File: src/fsc_pkg.sv
// package: fault status capture constants, field layout and carrier types
package fsc_pkg;

  localparam logic [31:0] FSC_CFG_STATUS_ADDR = 32'hE000ED28;
  localparam logic [31:0] FSC_HARD_STATUS_ADDR = 32'hE000ED2C;
  localparam logic [31:0] FSC_PROT_ADDR_ADDR = 32'hE000ED34;
  localparam logic [31:0] FSC_BUS_ADDR_ADDR = 32'hE000ED38;
  localparam logic [31:0] FSC_AUX_STATUS_ADDR = 32'hE000ED3C;
  localparam logic [31:0] FSC_IRQ_STATUS_ADDR = 32'hE000ED40;
  localparam logic [31:0] FSC_IRQ_MASK_ADDR = 32'hE000ED44;

  localparam int FSC_PROT_LSB = 0;
  localparam int FSC_PROT_VALID_BIT = 7;
  localparam int FSC_BUS_LSB = 8;
  localparam int FSC_PRECISE_BIT = 9;
  localparam int FSC_BUS_VALID_BIT = 15;
  localparam int FSC_USAGE_LSB = 16;
  localparam int FSC_DEBUG_RESERVED_BIT = 31;
  localparam int FSC_FORCED_BIT = 30;
  localparam int FSC_VECTOR_FETCH_BIT = 1;

  localparam int FSC_EVT_W = 5;
  localparam int FSC_EVT_PROT = 0;
  localparam int FSC_EVT_BUS = 1;
  localparam int FSC_EVT_USAGE = 2;
  localparam int FSC_EVT_HARD = 3;
  localparam int FSC_EVT_AUX = 4;

  localparam logic [31:0] FSC_WORD_RESET = 32'h00000000;
  localparam logic [FSC_EVT_W-1:0] FSC_MASK_RESET = 5'h00;
  localparam logic [1:0] FSC_RESP_OKAY = 2'h0;
  localparam logic [1:0] FSC_RESP_SLVERR = 2'h2;

  typedef struct packed {
    logic [31:0] awaddr;
    logic        awvalid;
    logic [31:0] wdata;
    logic [3:0]  wstrb;
    logic        wvalid;
    logic        bready;
    logic [31:0] araddr;
    logic        arvalid;
    logic        rready;
  } fsc_axi_req_t;

  typedef struct packed {
    logic        awready;
    logic        wready;
    logic [1:0]  bresp;
    logic        bvalid;
    logic        arready;
    logic [31:0] rdata;
    logic [1:0]  rresp;
    logic        rvalid;
  } fsc_axi_rsp_t;

  // one-cycle event pulses from the core's fault detection
  typedef struct packed {
    logic [6:0]  prot_cause;
    logic        prot_addr_known;
    logic [31:0] prot_piece_addr;
    logic [6:0]  bus_cause;
    logic [31:0] bus_req_addr;
    logic [15:0] usage_cause;
    logic        forced;
    logic        vector_fetch;
    logic [31:0] preempted_pc;
    logic [31:0] aux_fault;
  } fsc_fault_t;

endpackage

File: src/fsc_fault_status_capture.sv
// fault status and fault address registers with axi4-lite access
//
// What this block does
// - usage flags sticky until one written
// - base word/byte/halfword reach matching subregisters
// - byte at base plus one: bus only
// - halfword at base plus two: usage only
// - hard status sticky, write one clears
// - forced escalation sets bit 30
// - vector fetch error: bit 1, hard fault
// - stacked return is preempted instruction
// - protection address valid when flag set
// - protection capture uses actual faulting piece
// - bus address valid when flag set
// - bus capture uses requested address
// - auxiliary input pulse latches status bit
// - auxiliary latch raises no exception
// - bus valid set; protection fault clears unless set together
// - only precise errors write bus address
`timescale 1ns/1ps
module fsc_fault_status_capture (
  input  wire logic                 i_clk,
  input  wire logic                 i_rst_n,
  input  wire fsc_pkg::fsc_axi_req_t i_axi,
  output fsc_pkg::fsc_axi_rsp_t     o_axi,
  input  wire fsc_pkg::fsc_fault_t  i_fault,
  output logic                      o_hard_fault_req,
  output logic [31:0]               o_stacked_return,
  output logic                      o_irq
);
  import fsc_pkg::*;

  typedef enum logic [2:0] {
    SEL_NONE,
    SEL_CFG,
    SEL_HARD,
    SEL_PROT_ADDR,
    SEL_BUS_ADDR,
    SEL_AUX,
    SEL_IRQ_STATUS,
    SEL_IRQ_MASK
  } fsc_sel_t;

  typedef struct packed {
    logic [31:0]          prot_addr;
    logic [31:0]          bus_addr;
    logic [FSC_EVT_W-1:0] irq_mask;
    logic                 hard_req;
    logic [31:0]          stacked_return;
    logic                 irq;
  } fsc_top_state_t;

  fsc_top_state_t s_q;
  fsc_top_state_t s_d;

  // word-aligned decode; sub-word accesses select lanes with strobes
  function automatic fsc_sel_t reg_sel(input logic [31:0] addr);
    logic [31:0] a;
    a = {addr[31:2], 2'b00};
    if (a == FSC_CFG_STATUS_ADDR) begin
      reg_sel = SEL_CFG;
    end else if (a == FSC_HARD_STATUS_ADDR) begin
      reg_sel = SEL_HARD;
    end else if (a == FSC_PROT_ADDR_ADDR) begin
      reg_sel = SEL_PROT_ADDR;
    end else if (a == FSC_BUS_ADDR_ADDR) begin
      reg_sel = SEL_BUS_ADDR;
    end else if (a == FSC_AUX_STATUS_ADDR) begin
      reg_sel = SEL_AUX;
    end else if (a == FSC_IRQ_STATUS_ADDR) begin
      reg_sel = SEL_IRQ_STATUS;
    end else if (a == FSC_IRQ_MASK_ADDR) begin
      reg_sel = SEL_IRQ_MASK;
    end else begin
      reg_sel = SEL_NONE;
    end
  endfunction

  function automatic logic [31:0] lane_mask(input logic [3:0] strb);
    lane_mask = {{8{strb[3]}}, {8{strb[2]}}, {8{strb[1]}}, {8{strb[0]}}};
  endfunction

  // bus front end
  logic        wr_en;
  logic [31:0] wr_addr;
  logic [31:0] wr_data;
  logic [3:0]  wr_strb;
  logic        rd_en;
  logic [31:0] rd_addr;
  logic [31:0] rd_data;
  logic        rd_err;
  logic        wr_err;
  fsc_sel_t    wr_sel;
  fsc_sel_t    rd_sel;
  logic [31:0] wr_ones;

  fsc_axil_slave u_slave (
    .i_clk     (i_clk),
    .i_rst_n   (i_rst_n),
    .i_axi     (i_axi),
    .o_axi     (o_axi),
    .o_wr_en   (wr_en),
    .o_wr_addr (wr_addr),
    .o_wr_data (wr_data),
    .o_wr_strb (wr_strb),
    .i_wr_err  (wr_err),
    .o_rd_en   (rd_en),
    .o_rd_addr (rd_addr),
    .i_rd_data (rd_data),
    .i_rd_err  (rd_err)
  );

  assign wr_sel  = reg_sel(wr_addr);
  assign rd_sel  = reg_sel(rd_addr);
  assign wr_err  = (wr_sel == SEL_NONE);
  assign rd_err  = (rd_sel == SEL_NONE);
  // byte lane one is bus only
  assign wr_ones = wr_data & lane_mask(wr_strb);

  // sticky banks
  logic [31:0]          cfg_set;
  logic [31:0]          cfg_clr;
  logic [31:0]          cfg_bits;
  logic [31:0]          hard_set;
  logic [31:0]          hard_clr;
  logic [31:0]          hard_bits;
  logic [31:0]          aux_clr;
  logic [31:0]          aux_bits;
  logic [FSC_EVT_W-1:0] evt_set;
  logic [FSC_EVT_W-1:0] evt_clr;
  logic [FSC_EVT_W-1:0] evt_bits;
  logic                 prot_fault;
  logic                 bus_addr_known;

  assign prot_fault     = |i_fault.prot_cause;
  // precise data errors alone carry an address
  assign bus_addr_known = i_fault.bus_cause[FSC_PRECISE_BIT - FSC_BUS_LSB];

  always_comb begin
    cfg_set = FSC_WORD_RESET;
    cfg_set[FSC_PROT_LSB +: 7] = i_fault.prot_cause;
    // valid flag pairs with captured address
    cfg_set[FSC_PROT_VALID_BIT] = i_fault.prot_addr_known;
    cfg_set[FSC_BUS_LSB +: 7] = i_fault.bus_cause;
    // set on bus fault with known address
    cfg_set[FSC_BUS_VALID_BIT] = bus_addr_known;
    cfg_set[FSC_USAGE_LSB +: 16] = i_fault.usage_cause;
    cfg_clr = (wr_en && wr_sel == SEL_CFG) ? wr_ones : FSC_WORD_RESET;
    // a later protection fault voids bus address
    if (prot_fault) begin
      cfg_clr[FSC_BUS_VALID_BIT] = 1'b1;
    end
  end

  always_comb begin
    hard_set = FSC_WORD_RESET;
    hard_set[FSC_FORCED_BIT] = i_fault.forced;
    hard_set[FSC_VECTOR_FETCH_BIT] = i_fault.vector_fetch;
    hard_clr = FSC_WORD_RESET;
    if (wr_en && wr_sel == SEL_HARD) begin
      hard_clr[FSC_FORCED_BIT]       = wr_ones[FSC_FORCED_BIT];
      hard_clr[FSC_VECTOR_FETCH_BIT] = wr_ones[FSC_VECTOR_FETCH_BIT];
    end
  end

  assign aux_clr = (wr_en && wr_sel == SEL_AUX) ? wr_ones : FSC_WORD_RESET;

  always_comb begin
    evt_set = '0;
    evt_set[FSC_EVT_PROT]  = prot_fault;
    evt_set[FSC_EVT_BUS]   = |i_fault.bus_cause;
    evt_set[FSC_EVT_USAGE] = |i_fault.usage_cause;
    evt_set[FSC_EVT_HARD]  = i_fault.forced | i_fault.vector_fetch;
    evt_set[FSC_EVT_AUX]   = |i_fault.aux_fault;
    evt_clr = (wr_en && wr_sel == SEL_IRQ_STATUS) ? wr_ones[FSC_EVT_W-1:0] : '0;
  end

  // banks give set priority over clear
  fsc_sticky_bank #(.W(32)) u_cfg (
    .i_clk   (i_clk),
    .i_rst_n (i_rst_n),
    .i_set   (cfg_set),
    .i_clr   (cfg_clr),
    .o_bits  (cfg_bits)
  );

  fsc_sticky_bank #(.W(32)) u_hard (
    .i_clk   (i_clk),
    .i_rst_n (i_rst_n),
    .i_set   (hard_set),
    .i_clr   (hard_clr),
    .o_bits  (hard_bits)
  );

  fsc_sticky_bank #(.W(32)) u_aux (
    .i_clk   (i_clk),
    .i_rst_n (i_rst_n),
    .i_set   (i_fault.aux_fault),
    .i_clr   (aux_clr),
    .o_bits  (aux_bits)
  );

  fsc_sticky_bank #(.W(FSC_EVT_W)) u_evt (
    .i_clk   (i_clk),
    .i_rst_n (i_rst_n),
    .i_set   (evt_set),
    .i_clr   (evt_clr),
    .o_bits  (evt_bits)
  );

  // read mux; word read returns all three subregisters
  always_comb begin
    rd_data = FSC_WORD_RESET;
    if (rd_sel == SEL_CFG) begin
      rd_data = cfg_bits;
    end else if (rd_sel == SEL_HARD) begin
      rd_data = hard_bits;
    end else if (rd_sel == SEL_PROT_ADDR) begin
      rd_data = s_q.prot_addr;
    end else if (rd_sel == SEL_BUS_ADDR) begin
      rd_data = s_q.bus_addr;
    end else if (rd_sel == SEL_AUX) begin
      rd_data = aux_bits;
    end else if (rd_sel == SEL_IRQ_STATUS) begin
      rd_data = {27'h0000000, evt_bits};
    end else if (rd_sel == SEL_IRQ_MASK) begin
      rd_data = {27'h0000000, s_q.irq_mask};
    end
  end

  always_comb begin
    s_d = s_q;
    // software writes to the address registers honour byte lanes
    if (wr_en && wr_sel == SEL_PROT_ADDR) begin
      s_d.prot_addr = (s_q.prot_addr & ~lane_mask(wr_strb)) | wr_ones;
    end
    if (wr_en && wr_sel == SEL_BUS_ADDR) begin
      s_d.bus_addr = (s_q.bus_addr & ~lane_mask(wr_strb)) | wr_ones;
    end
    if (wr_en && wr_sel == SEL_IRQ_MASK) begin
      s_d.irq_mask = wr_strb[0] ? wr_data[FSC_EVT_W-1:0] : s_q.irq_mask;
    end
    // split access keeps the piece that faulted
    if (i_fault.prot_addr_known) begin
      s_d.prot_addr = i_fault.prot_piece_addr;
    end
    // bus capture keeps the requested address
    if (bus_addr_known) begin
      s_d.bus_addr = i_fault.bus_req_addr;
    end
    // vector fetch errors go to hard fault
    s_d.hard_req = i_fault.forced | i_fault.vector_fetch;
    if (i_fault.vector_fetch) begin
      s_d.stacked_return = i_fault.preempted_pc;
    end
    // auxiliary bits reach only the maskable interrupt
    s_d.irq = |((evt_set | (evt_bits & ~evt_clr)) & s_d.irq_mask);
  end

  always_ff @(posedge i_clk) begin
    if (!i_rst_n) begin
      s_q          <= '0;
      s_q.irq_mask <= FSC_MASK_RESET;
    end else begin
      s_q <= s_d;
    end
  end

  assign o_hard_fault_req = s_q.hard_req;
  assign o_stacked_return = s_q.stacked_return;
  assign o_irq            = s_q.irq;
endmodule

File: src/fsc_sticky_bank.sv
// sticky status bits: set by hardware, cleared by writing one
`timescale 1ns/1ps
module fsc_sticky_bank #(
  parameter int W = 32
) (
  input  wire logic         i_clk,
  input  wire logic         i_rst_n,
  input  wire logic [W-1:0] i_set,
  input  wire logic [W-1:0] i_clr,
  output logic [W-1:0]      o_bits
);
  import fsc_pkg::*;

  typedef struct packed {
    logic [W-1:0] bits;
  } fsc_bank_state_t;

  fsc_bank_state_t s_q;
  fsc_bank_state_t s_d;

  always_comb begin
    s_d = s_q;
    for (int i = 0; i < W; i++) begin
      if (i_set[i]) begin
        s_d.bits[i] = 1'b1;
      end else if (i_clr[i]) begin
        s_d.bits[i] = 1'b0;
      end
    end
  end

  always_ff @(posedge i_clk) begin
    if (!i_rst_n) begin
      s_q <= '0;
    end else begin
      s_q <= s_d;
    end
  end

  assign o_bits = s_q.bits;
endmodule

File: src/fsc_axil_slave.sv
// axi4-lite slave front end: handshakes, one write and one read at a time
`timescale 1ns/1ps
module fsc_axil_slave (
  input  wire logic                 i_clk,
  input  wire logic                 i_rst_n,
  input  wire fsc_pkg::fsc_axi_req_t i_axi,
  output fsc_pkg::fsc_axi_rsp_t     o_axi,
  output logic                      o_wr_en,
  output logic [31:0]               o_wr_addr,
  output logic [31:0]               o_wr_data,
  output logic [3:0]                o_wr_strb,
  input  wire logic                 i_wr_err,
  output logic                      o_rd_en,
  output logic [31:0]               o_rd_addr,
  input  wire logic [31:0]          i_rd_data,
  input  wire logic                 i_rd_err
);
  import fsc_pkg::*;

  typedef enum logic [1:0] {
    WR_COLLECT,
    WR_RESP
  } fsc_wr_phase_t;

  typedef struct packed {
    fsc_wr_phase_t wr_phase;
    logic          aw_held;
    logic          w_held;
    logic [31:0]   awaddr;
    logic [31:0]   wdata;
    logic [3:0]    wstrb;
    fsc_axi_rsp_t  rsp;
  } fsc_slv_state_t;

  fsc_slv_state_t s_q;
  fsc_slv_state_t s_d;

  // address and data may arrive in either order; both held fires the write
  assign o_wr_en   = s_q.aw_held && s_q.w_held && (s_q.wr_phase == WR_COLLECT);
  assign o_wr_addr = s_q.awaddr;
  assign o_wr_data = s_q.wdata;
  assign o_wr_strb = s_q.wstrb;
  assign o_rd_en   = i_axi.arvalid && s_q.rsp.arready;
  assign o_rd_addr = i_axi.araddr;

  always_comb begin
    s_d = s_q;
    case (s_q.wr_phase)
      WR_COLLECT: begin
        if (i_axi.awvalid && s_q.rsp.awready) begin
          s_d.aw_held     = 1'b1;
          s_d.awaddr      = i_axi.awaddr;
          s_d.rsp.awready = 1'b0;
        end
        if (i_axi.wvalid && s_q.rsp.wready) begin
          s_d.w_held     = 1'b1;
          s_d.wdata      = i_axi.wdata;
          s_d.wstrb      = i_axi.wstrb;
          s_d.rsp.wready = 1'b0;
        end
        if (o_wr_en) begin
          s_d.wr_phase   = WR_RESP;
          s_d.rsp.bvalid = 1'b1;
          s_d.rsp.bresp  = i_wr_err ? FSC_RESP_SLVERR : FSC_RESP_OKAY;
        end
      end
      WR_RESP: begin
        if (i_axi.bready) begin
          s_d.wr_phase    = WR_COLLECT;
          s_d.rsp.bvalid  = 1'b0;
          s_d.aw_held     = 1'b0;
          s_d.w_held      = 1'b0;
          s_d.rsp.awready = 1'b1;
          s_d.rsp.wready  = 1'b1;
        end
      end
      default: begin
        s_d.wr_phase = WR_COLLECT;
      end
    endcase
    if (o_rd_en) begin
      s_d.rsp.arready = 1'b0;
      s_d.rsp.rvalid  = 1'b1;
      s_d.rsp.rdata   = i_rd_data;
      s_d.rsp.rresp   = i_rd_err ? FSC_RESP_SLVERR : FSC_RESP_OKAY;
    end else if (s_q.rsp.rvalid && i_axi.rready) begin
      s_d.rsp.rvalid  = 1'b0;
      s_d.rsp.arready = 1'b1;
    end
  end

  always_ff @(posedge i_clk) begin
    if (!i_rst_n) begin
      s_q             <= '0;
      s_q.wr_phase    <= WR_COLLECT;
      s_q.rsp.awready <= 1'b1;
      s_q.rsp.wready  <= 1'b1;
      s_q.rsp.arready <= 1'b1;
    end else begin
      s_q <= s_d;
    end
  end

  assign o_axi = s_q.rsp;
endmodule

File: config.mk
export PLATFORM = sky130hd
export DESIGN_NAME = fsc_fault_status_capture
export DESIGN_NICKNAME = d
export VERILOG_FILES = /design/src/fsc_pkg.sv /design/src/fsc_fault_status_capture.sv /design/src/fsc_sticky_bank.sv /design/src/fsc_axil_slave.sv
export SDC_FILE = /design/constraint.sdc
export NUM_CORES = 1
export LEC_CHECK = 0
export BUFFER_PORTS_ARGS = -buffer_cell sky130_fd_sc_hd__clkbuf_2
export CORE_ASPECT_RATIO = 0.75
export CORE_MARGIN = 8
export CORE_UTILIZATION = 49
export CTS_BUF_LIST = sky130_fd_sc_hd__clkbuf_8
export CTS_CLUSTER_SIZE = 14
export DETAILED_ROUTE_END_ITERATION = 12
export GPL_ROUTABILITY_DRIVEN = 0
export HOLD_SLACK_MARGIN = 0.12
export PLACE_DENSITY = 0.79
export SLEW_MARGIN = 20
export SYNTH_ARGS = -nofsm -noshare
export SYNTH_HDL_FRONTEND = slang
export SYNTH_SLANG_ARGS = --single-unit
export TNS_END_PERCENT = 1
File: constraint.sdc
create_clock -name i_clk -period 2.67 [get_ports i_clk]
set_clock_uncertainty 0.15 [all_clocks]
set_input_delay 0.534 -clock i_clk [delete_from_list [all_inputs] [get_ports i_clk]]
set_output_delay 0.534 -clock i_clk [all_outputs]
set_load 0.05 [all_outputs]
## Yosys cells after proc, flatten, opt, wreduce, memory -nomap -nowiden

Index checks and enable logic that the tools add are counted.

| cells by class | value |
|---|---|
| bitwise operators | 11 |
| reductions and logical operators | 103 |
| multiplexer cells | 194 |
| equal/unequal tests | 33 |

Operators by type and width:

| cell | number |
|---|---|
| 30-bit equality test, second input constant | 14 |
| 32-bit two-way mux | 11 |
| 1-bit two-way mux | 155 |
| 2-bit nonzero test | 75 |
| 32-bit bitwise AND | 3 |
| 32-bit bitwise OR | 2 |
| 3-bit two-way mux | 14 |
| 32-bit NOT | 1 |
| 32-bit OR reduction | 1 |
| 5-bit two-way mux | 5 |
| 3-bit equality test, second input constant | 8 |
| 16-bit OR reduction | 1 |
| 7-bit OR reduction | 2 |
| 1-bit logical AND | 13 |
| 3-bit by 2-bit equality test with 1-bit output, second input constant | 4 |
| 2-bit one-hot mux with 2 select lines | 3 |
| 5-bit bitwise AND | 2 |
| 3-bit AND reduction | 3 |
| 2-bit two-way mux | 4 |
| 2-bit != test, second input constant | 4 |
| 2-bit AND reduction | 4 |
| 3-bit by 1-bit equality test with 1-bit output, second input constant | 2 |
| 3-bit logical NOT | 2 |
| 5-bit NOT | 1 |
| 7 further kinds | 7 |

| storage, ports and cells | value |
|---|---|
| input bits | 268 |
| register bits after elaboration | 287 |
| logic and storage cells | 432 |

## Depth between registers and ports, before layout

Gate-level depths: netlist of run 1.

| logic depth | value |
|---|---|
| word-level depth | 16 |
| gate-level depth with buffers | 9 |
| mapped depth without buffers | 7 |

## Hierarchy

Synthesis of run 1 repeated with hierarchy kept, for this count alone.

| second synthesis, totals | value |
|---|---|
| cells, all modules | 1816 |
| area total of the unflattened synthesis | 15927.8 um^2 |

By module, submodules not included:

| module | times used | area an instance (um^2) | cells each |
|---|---|---|---|
| fsc_fault_status_capture | 1 | 7245.7 | 884 |
| fsc_axil_slave | 1 | 5131.2 | 620 |
| fsc_sticky_bank (u_aux ...) | 3 | 1114.8 | 99 |
| fsc_sticky_bank (u_evt) | 1 | 206.4 | 15 |

## Least setup slack after synthesis of run 1

No wires, ideal clock.

| timing path | value |
|---|---|
| path kind | register to register |
| start | reg u_slave.s_q, in the netlist u_slave.o_wr_addr[10] |
| end | reg s_q, in the netlist o_irq |
| path slack | 0.047 ns |
| required time | 2.395 ns |
| arrival | 2.348 ns |
| clock period less this slack | 2.623 ns |
| stages on the path, launching flop included | 9 |
| buffers on the path | 1 |
| cells stage by stage | dfxtp_1 -> nor4bb_1 -> nand4_2 -> nor4_4 -> and4b_1 -> buf_4 -> mux2i_1 -> o22ai_1 -> o41a_1 |

| on the way | value |
|---|---|
| cells in the longest elaborated chain, start to end | 16 |
| elaborated cells on any way between the ends | 25 |

Ends and longest elaborated chain:

| what | line | source |
|---|---|---|
| start: declaration | fsc_axil_slave.sv:35 | `fsc_slv_state_t s_q;` |
| 30-bit equality test | fsc_fault_status_capture.sv:72 | `end else if (a == FSC_IRQ_MASK_ADDR) begin` |
| 3-bit two-way mux | fsc_fault_status_capture.sv:72 |  |
| 3-bit two-way mux | fsc_fault_status_capture.sv:70 | `end else if (a == FSC_IRQ_STATUS_ADDR) begin` |
| 3-bit two-way mux | fsc_fault_status_capture.sv:68 | `end else if (a == FSC_AUX_STATUS_ADDR) begin` |
| 3-bit two-way mux | fsc_fault_status_capture.sv:66 | `end else if (a == FSC_BUS_ADDR_ADDR) begin` |
| 3-bit two-way mux | fsc_fault_status_capture.sv:64 | `end else if (a == FSC_PROT_ADDR_ADDR) begin` |
| 3-bit two-way mux | fsc_fault_status_capture.sv:62 | `end else if (a == FSC_HARD_STATUS_ADDR) begin` |
| 3-bit two-way mux * | fsc_fault_status_capture.sv:60 | `if (a == FSC_CFG_STATUS_ADDR) begin` |
| 3-bit equality test | fsc_fault_status_capture.sv:175 | `evt_clr = (wr_en && wr_sel == SEL_IRQ_STATUS) ? wr_ones[FSC_EVT_W-1:0] : '0;` |
| 1-bit logical AND | fsc_fault_status_capture.sv:175 |  |
| 5-bit two-way mux | fsc_fault_status_capture.sv:175 |  |
| 5-bit NOT | fsc_fault_status_capture.sv:257 | `s_d.irq = \|((evt_set \| (evt_bits & ~evt_clr)) & s_d.irq_mask);` |
| 5-bit bitwise AND | fsc_fault_status_capture.sv:257 |  |
| 5-bit bitwise OR | fsc_fault_status_capture.sv:257 |  |
| 5-bit bitwise AND * | fsc_fault_status_capture.sv:257 |  |
| 5-bit OR reduction * | fsc_fault_status_capture.sv:257 |  |
| end: declaration | fsc_fault_status_capture.sv:53 | `fsc_top_state_t s_q;` |

Every way passes the cells marked *; elsewhere a longest branch is shown, timed or not.
A chain may end at the register's enable or synchronous reset.

## Final worst setup path of run 1

| timing path | value |
|---|---|
| start | reg u_slave.s_q, in the netlist u_slave.o_wr_addr[19] |
| end | reg s_q, in the netlist o_irq |

Same word-level chain as after synthesis.

==> results of run 1 <==
## through the flow
stage / TNS (ps) / setup slack (ps) / cells
4_1_cts: 0 / 33.8 / 2312
5_1_grt: -150 / -150 / 2323
3_3_place_gp: -101 / -59.1 / 2034
6_report: -50.2 / -50.2 / 2323
2_1_floorplan: 0 / 47.0 / 1475
3_5_place_dp: -126 / -82.9 / 2034
## layer usage
metal / global-route usage / wire length, um / vias up
met5: 0 / 0 / -
met4: 0.158 / 2730 / 0
met3: 0.0805 / 5840 / 215
met2: 0.510 / 23400 / 1007
met1: 0.381 / 19100 / 6330
li1: - / - / 6059
## final cells by class
type | instances | area [um^2]
timing repair buffer | 598 | 4320
multi-input combinational | 953 | 5590
clock inverter | 20 | 140
fill | 1816 | 7590
clock buffer | 59 | 812
antenna | 5 | 12.5
inverter | 69 | 264
tap | 338 | 423
sequential | 281 | 5630
## path summary, 6_finish.rpt
check | to | cells past startpoint | from
setup / recovery | o_irq$_SDFF_PN0_ | 10 | u_slave.o_wr_addr[19]$_SDFFE_PN0P_
hold / removal | register | 3 | i_fault[87]
setup reg to reg | o_irq$_SDFF_PN0_ | 10 | u_slave.o_wr_addr[19]$_SDFFE_PN0P_
hold reg to reg | u_slave.o_wr_data[22]$_SDFFE_PN0P_ | 2 | u_slave.o_wr_data[22]$_SDFFE_PN0P_
## where the power goes
group / internal [mW] / total [mW] / switching (mW)
Clock: 2.17 / 3.90 / 1.74
Combinational: 0.649 / 1.61 / 0.959
Sequential: 4.47 / 4.67 / 0.195
## cell families after synthesis
group | Yosys count | synth area share
AOI/OAI and AO/OA | 440 | 0.213
DFF | 281 | 0.459
and+or+nand+nor | 437 | 0.170
other | 1 | 0.000306
muxes | 73 | 0.0600
xor gates and xnor gates | 1 | 0.000715
buffers and inverters | 241 | 0.0973
## what timing repair did
| item | 4_1_cts | 5_1_grt |
|---|---|---|
| resized for setup | 3 | 23 |
| hold buffers | 199 | 0 |
| endpoints found under the hold margin | 199 | 0 |
| pin swaps | 1 | 6 |
| setup buffers | 0 | 6 |
| setup endpoints to repair | 1 | 71 |
## cell usage in the layout (no fill, tap or decap), types with 8 or more instances in the layout
cell,count
clkbuf_2,336
dfxtp_1,279
a21oi_1,209
dlygate4sd3_1,199
nand2_1,177
nor2_1,143
o21ai_0,103
inv_1,79
mux2i_1,65
a211oi_1,61
clkbuf_8,59
buf_4,48
nor3_1,27
a222oi_1,26
nor4_1,13
nand4_1,13
buf_12,13
nor2b_1,8
## worst min-delay path, cell delays in order
cell and delay, ps:
clkbuf_2 80, nor2_1 110, a211oi_1 70
==> flow_summary.yaml, run 1 <==
run_status:
  status: "finished with violations"
  violations: "negative setup slack"
sta:
  setup_viol: 1
  slew_headroom: 0.294
  min_period_over_period: 1.02
  hold_viol: 0
  layout_setup_ws_ps: -50.2
  tightest_slew_ps: 1060
  hold_ws_ps: 146
  drv_slew: 0
  rsz0062_at_grt: "yes"
  max_freq_mhz: 368
  post-route-min-period_ps: 2720
routing:
  drt_iter0_drc: 1418
  vias: 13600
  vias_per_cell: 5.86
  post_drt_wl_per_cell_um: 22.0
  dr.pass1.iters: 9
  remaining_drc_errors: 0
  ant_nets: 0
  wl_um: 51100
cts:
  numCtsBuffers: 44
  path_clk_slew_ps: 70
  cts.htree.levels: 2
  clk_path_buf_depth: 3
  clk_latency_ps: 550
  cts_tree: "done"
  cts_sinks: 281
  cts_root_buf: "clkbuf_8"
floorplan:
  io-pin-count: 343
  die_x_um: 199
  core_mm2: 0.0248
  dieHeight_um: 153
  die_area_mm2: 0.0304
  rows: 50
  start_util: 0.495
power_and_ir_drop:
  power_mw: 10.2
  power_density_mw_per_mm2: 592
  ir_drop_mv: 0.352
  p_leak_nw: 7.65
synthesis:
  synth_most_common_cell: "dfxtp_1"
  synth_sequential_area_ratio: 0.459
  synth.avg_cell_area_um2: 8.31
  synth_ff_type: "dfxtp_1"
  yosysTopAreaCellShare: 0.459
  synth_edf_count: 0
  post-synth-top-area-cell: "dfxtp_1"
  synth_cell_types: 59
  synth_seq_cells: 281
  yosys_warnings: 0
  netlist_instances: 1474
  async_flop_share: 0
  synth_area_mm2: 0.0123
  synth_area_leaders: "dfxtp_1 46%, a21oi_1 8.5%, mux2i_1 5.6%"
  synth_commonest_cells: "281 x dfxtp_1, 209 x a21oi_1, 177 x nand2_1, 147 x nor2_1, 105 x o21ai_0"
global_routing:
  antenna_found_initial: 5
  overflow: 0
  grt.total_usage: 0.314
  grt_pass1_wl_um: 76400
  grt_pass1_vias: 13800
  grt_max_degree: 75
worst_setup_path:
  path_class: "register to register"
  slowest_stage: "dfxtp_2"
  crit_chain: "nor4_4, buf_4, nand4_4, nor4_4, and4b_1, buf_6, buf_4, mux2i_4, o22ai_2, o41a_1"
  crit_family: "simple AND/OR/NAND/NOR gates"
  cp.required_ps: 2960
  crit_arrival_ps: 3010
  crit_fanout: 4
  slowest_delay_ps: 330
  crit_path_start_kind: "register"
  worstSetupEndpointType: "register"
  crit_buf_inv: 3
  rrSetupSlack_ps: -50
min_path:
  hp-class: "input pin to register"
layout:
  area_growth_syn_to_layout_pct: 40.3
  fin_util: 0.694
  drive_gt1_frac: 0.261
  postLayoutCellArea_mm2: 0.0172
  fin_nets: 2215
placement:
  dp_hpwl_um: 31100
  io_buffers: 336
  place_area_mm2: 0.0141
job:
  maxCapViolations: 0
No activity file was read; power rests on OpenSTA's default activity.
==> run 2: changes to the inputs <==
Settings changed: BUFFER_PORTS_ARGS -buffer_cell sky130_fd_sc_hd__clkbuf_2 to -buffer_cell sky130_fd_sc_hd__buf_2, MAX_ROUTING_LAYER from default to met4.
==> run 2 against run 1 <==
Net effect:
- largest power group unchanged
- core utilization shrank 0.38 points
- register-to-register slack better by 50 ps
- power is 1.7% lower
- the flow now finishes without violations
- highest routed layer unchanged
==> flow_summary.yaml, run 2 (synthesis results as in run 1) <==
routing:
  met2_length_um: 23200
  post_drt_wl_per_cell_um: 21.6
  ant_nets: 0
  maxUsedRoutingLayer: "met4"
  dr.pass1.iters: 9
  wl_met3_um: 5910
  wl_um: 50200
  vias_per_cell: 5.80
  drt_iter0_drc: 1480
  remaining_drc_errors: 0
  routedLengthMet1_um: 18800
  vias: 13500
floorplan:
  rows: 50
  core_mm2: 0.0248
  start_util: 0.495
  die_area_mm2: 0.0304
  die_x_um: 199
  dieHeight_um: 153
  io-pin-count: 343
placement:
  io_buffers: 336
  dp_cells: 2040
  dp_hpwl_um: 31400
  pre_cts_ws_ps: -68.2
  place_area_mm2: 0.0142
worst_setup_path:
  path_class: "register to register"
  crit_chain: "nor4_2, buf_4, nand4_2, buf_4, a2111oi_1, buf_4, nand2b_1, buf_12, o21ai_0, a21oi_1"
  rrSetupSlack_ps: 0.9
  crit_end: "u_cfg.o_bits[27]$_SDFFE_PN0P_"
  slowest_stage: "a2111oi_1"
  crit_top_cell: "buf_4"
  crit_path_start_kind: "register"
  crit_fanout: 32
  r2r_start: "u_slave.o_wr_addr[16]$_SDFFE_PN0P_"
  worstSetupEndpointType: "register"
  crit_start: "u_slave.o_wr_addr[16]$_SDFFE_PN0P_"
  crit_arrival_ps: 2950
  slowest_delay_ps: 440
  r2r_cells: 10
  reg2reg_to: "u_cfg.o_bits[27]$_SDFFE_PN0P_"
  cp.required_ps: 2950
sta:
  max_freq_mhz: 375
  layout_setup_ws_ps: 0.929
  slew_headroom: 0.590
  rsz0062_at_grt: "yes"
  tightest_slew_ps: 615
  post-route-min-period_ps: 2670
  drv_slew: 0
  min_period_over_period: 1.00
  setup_viol: 0
  hold_viol: 0
global_routing:
  grt_pass1_vias: 13900
  overflow: 0
  antenna_found_initial: 12
  grt_pass1_wl_um: 76100
  grt_max_degree: 67
  grt.total_usage: 0.322
cts:
  cts_sinks: 281
  clk_path_buf_depth: 3
  cts.htree.levels: 2
  path_clk_slew_ps: 70
  cts_tree: "done"
  cts_root_buf: "clkbuf_8"
  clk_latency_ps: 560
  numCtsBuffers: 45
layout:
  fin_nets: 2210
  seqCellArea_mm2: 0.00563
  fin_util: 0.690
  area_growth_syn_to_layout_pct: 39.5
  postLayoutCellArea_mm2: 0.0171
  multiInputGateArea_mm2: 0.00553
  drive_gt1_frac: 0.258
  fin_cells: 2324
  fill_cells: 1867
  mostFrequentLayoutCell: "buf_2"
  layout_common_cells: "336 x buf_2, 279 x dfxtp_1, 209 x a21oi_1"
power_and_ir_drop:
  ir_drop_mv: 0.398
  power_mw: 10.0
  power_density_mw_per_mm2: 585
  p_leak_nw: 7.62
run_status:
  status: "finished, final reports clean"
min_path:
  hp-class: "input pin to register"
job:
  maxCapViolations: 0
run 2: final cells by class:
cell class	count	share of cell area
well taps	338	0.0247
inverters	69	0.0154
clock buffers	58	0.0467
clock inverters	21	0.00695
diodes	12	0.00176
flip-flops and latches	281	0.329
multi-input cells	953	0.323
repair buffers	592	0.252
run 2: metrics by stage:
| stage | hold slack (ps) | TNS (ps) |
|---|---|---|
| after global placement | 288 | -43.9 |
| after detailed placement | 298 | -135 |
| after floorplan | 281 | 0 |
| after global routing | 124 | -769 |
| final | 132 | 0 |
| after CTS | 120 | 0 |
run 2: timing repair:
item,CTS,global route
gates cloned,0,0
setup endpoints to repair,2,77
buffers inserted,0,0
pin swaps,1,2
gates resized for setup,2,11
hold buffers,193,0
endpoints found under the hold margin,194,0
run 2: worst max-delay path: cells and delay by family (launching register included):
family | cells | cell delay (ps)
compound gates | 3 | 800
buf+inv | 4 | 750
simple gates | 3 | 510
flops | 1 | 320
run 2: worst min-delay path by stage:
stage	cells past startpoint	to	from
2_1_floorplan	2	u_slave.o_wr_addr[11]$_SDFFE_PN0P_	u_slave.o_wr_addr[11]$_SDFFE_PN0P_
3_3_place_gp	2	u_slave.o_axi[38]$_SDFFE_PN0P_	u_slave.o_axi[38]$_SDFFE_PN0P_
3_5_place_dp	2	u_slave.o_wr_data[20]$_SDFFE_PN0P_	u_slave.o_wr_data[20]$_SDFFE_PN0P_
5_1_grt	3	register	i_fault[92]
6_report	3	register	i_fault[90]
4_1_cts	3	register	i_fault[92]
run 2: routing by layer:
metal | GRT usage | vias to the layer above
li1 | - | 6035
met1 | 0.384 | 6213
met2 | 0.507 | 1030
met3 | 0.0739 | 198
met4 | 0.159 | 0
met5 | - | -
run 2: where the power goes:
part / total, mW / switching, mW / leakage, nW / internal (mW)
logic: 1.59 / 0.942 / 4.77 / 0.648
registers: 4.66 / 0.189 / 2.33 / 4.47
clock network: 3.75 / 1.71 / 0.526 / 2.04
total: 10.0 / 2.84 / 7.62 / 7.16
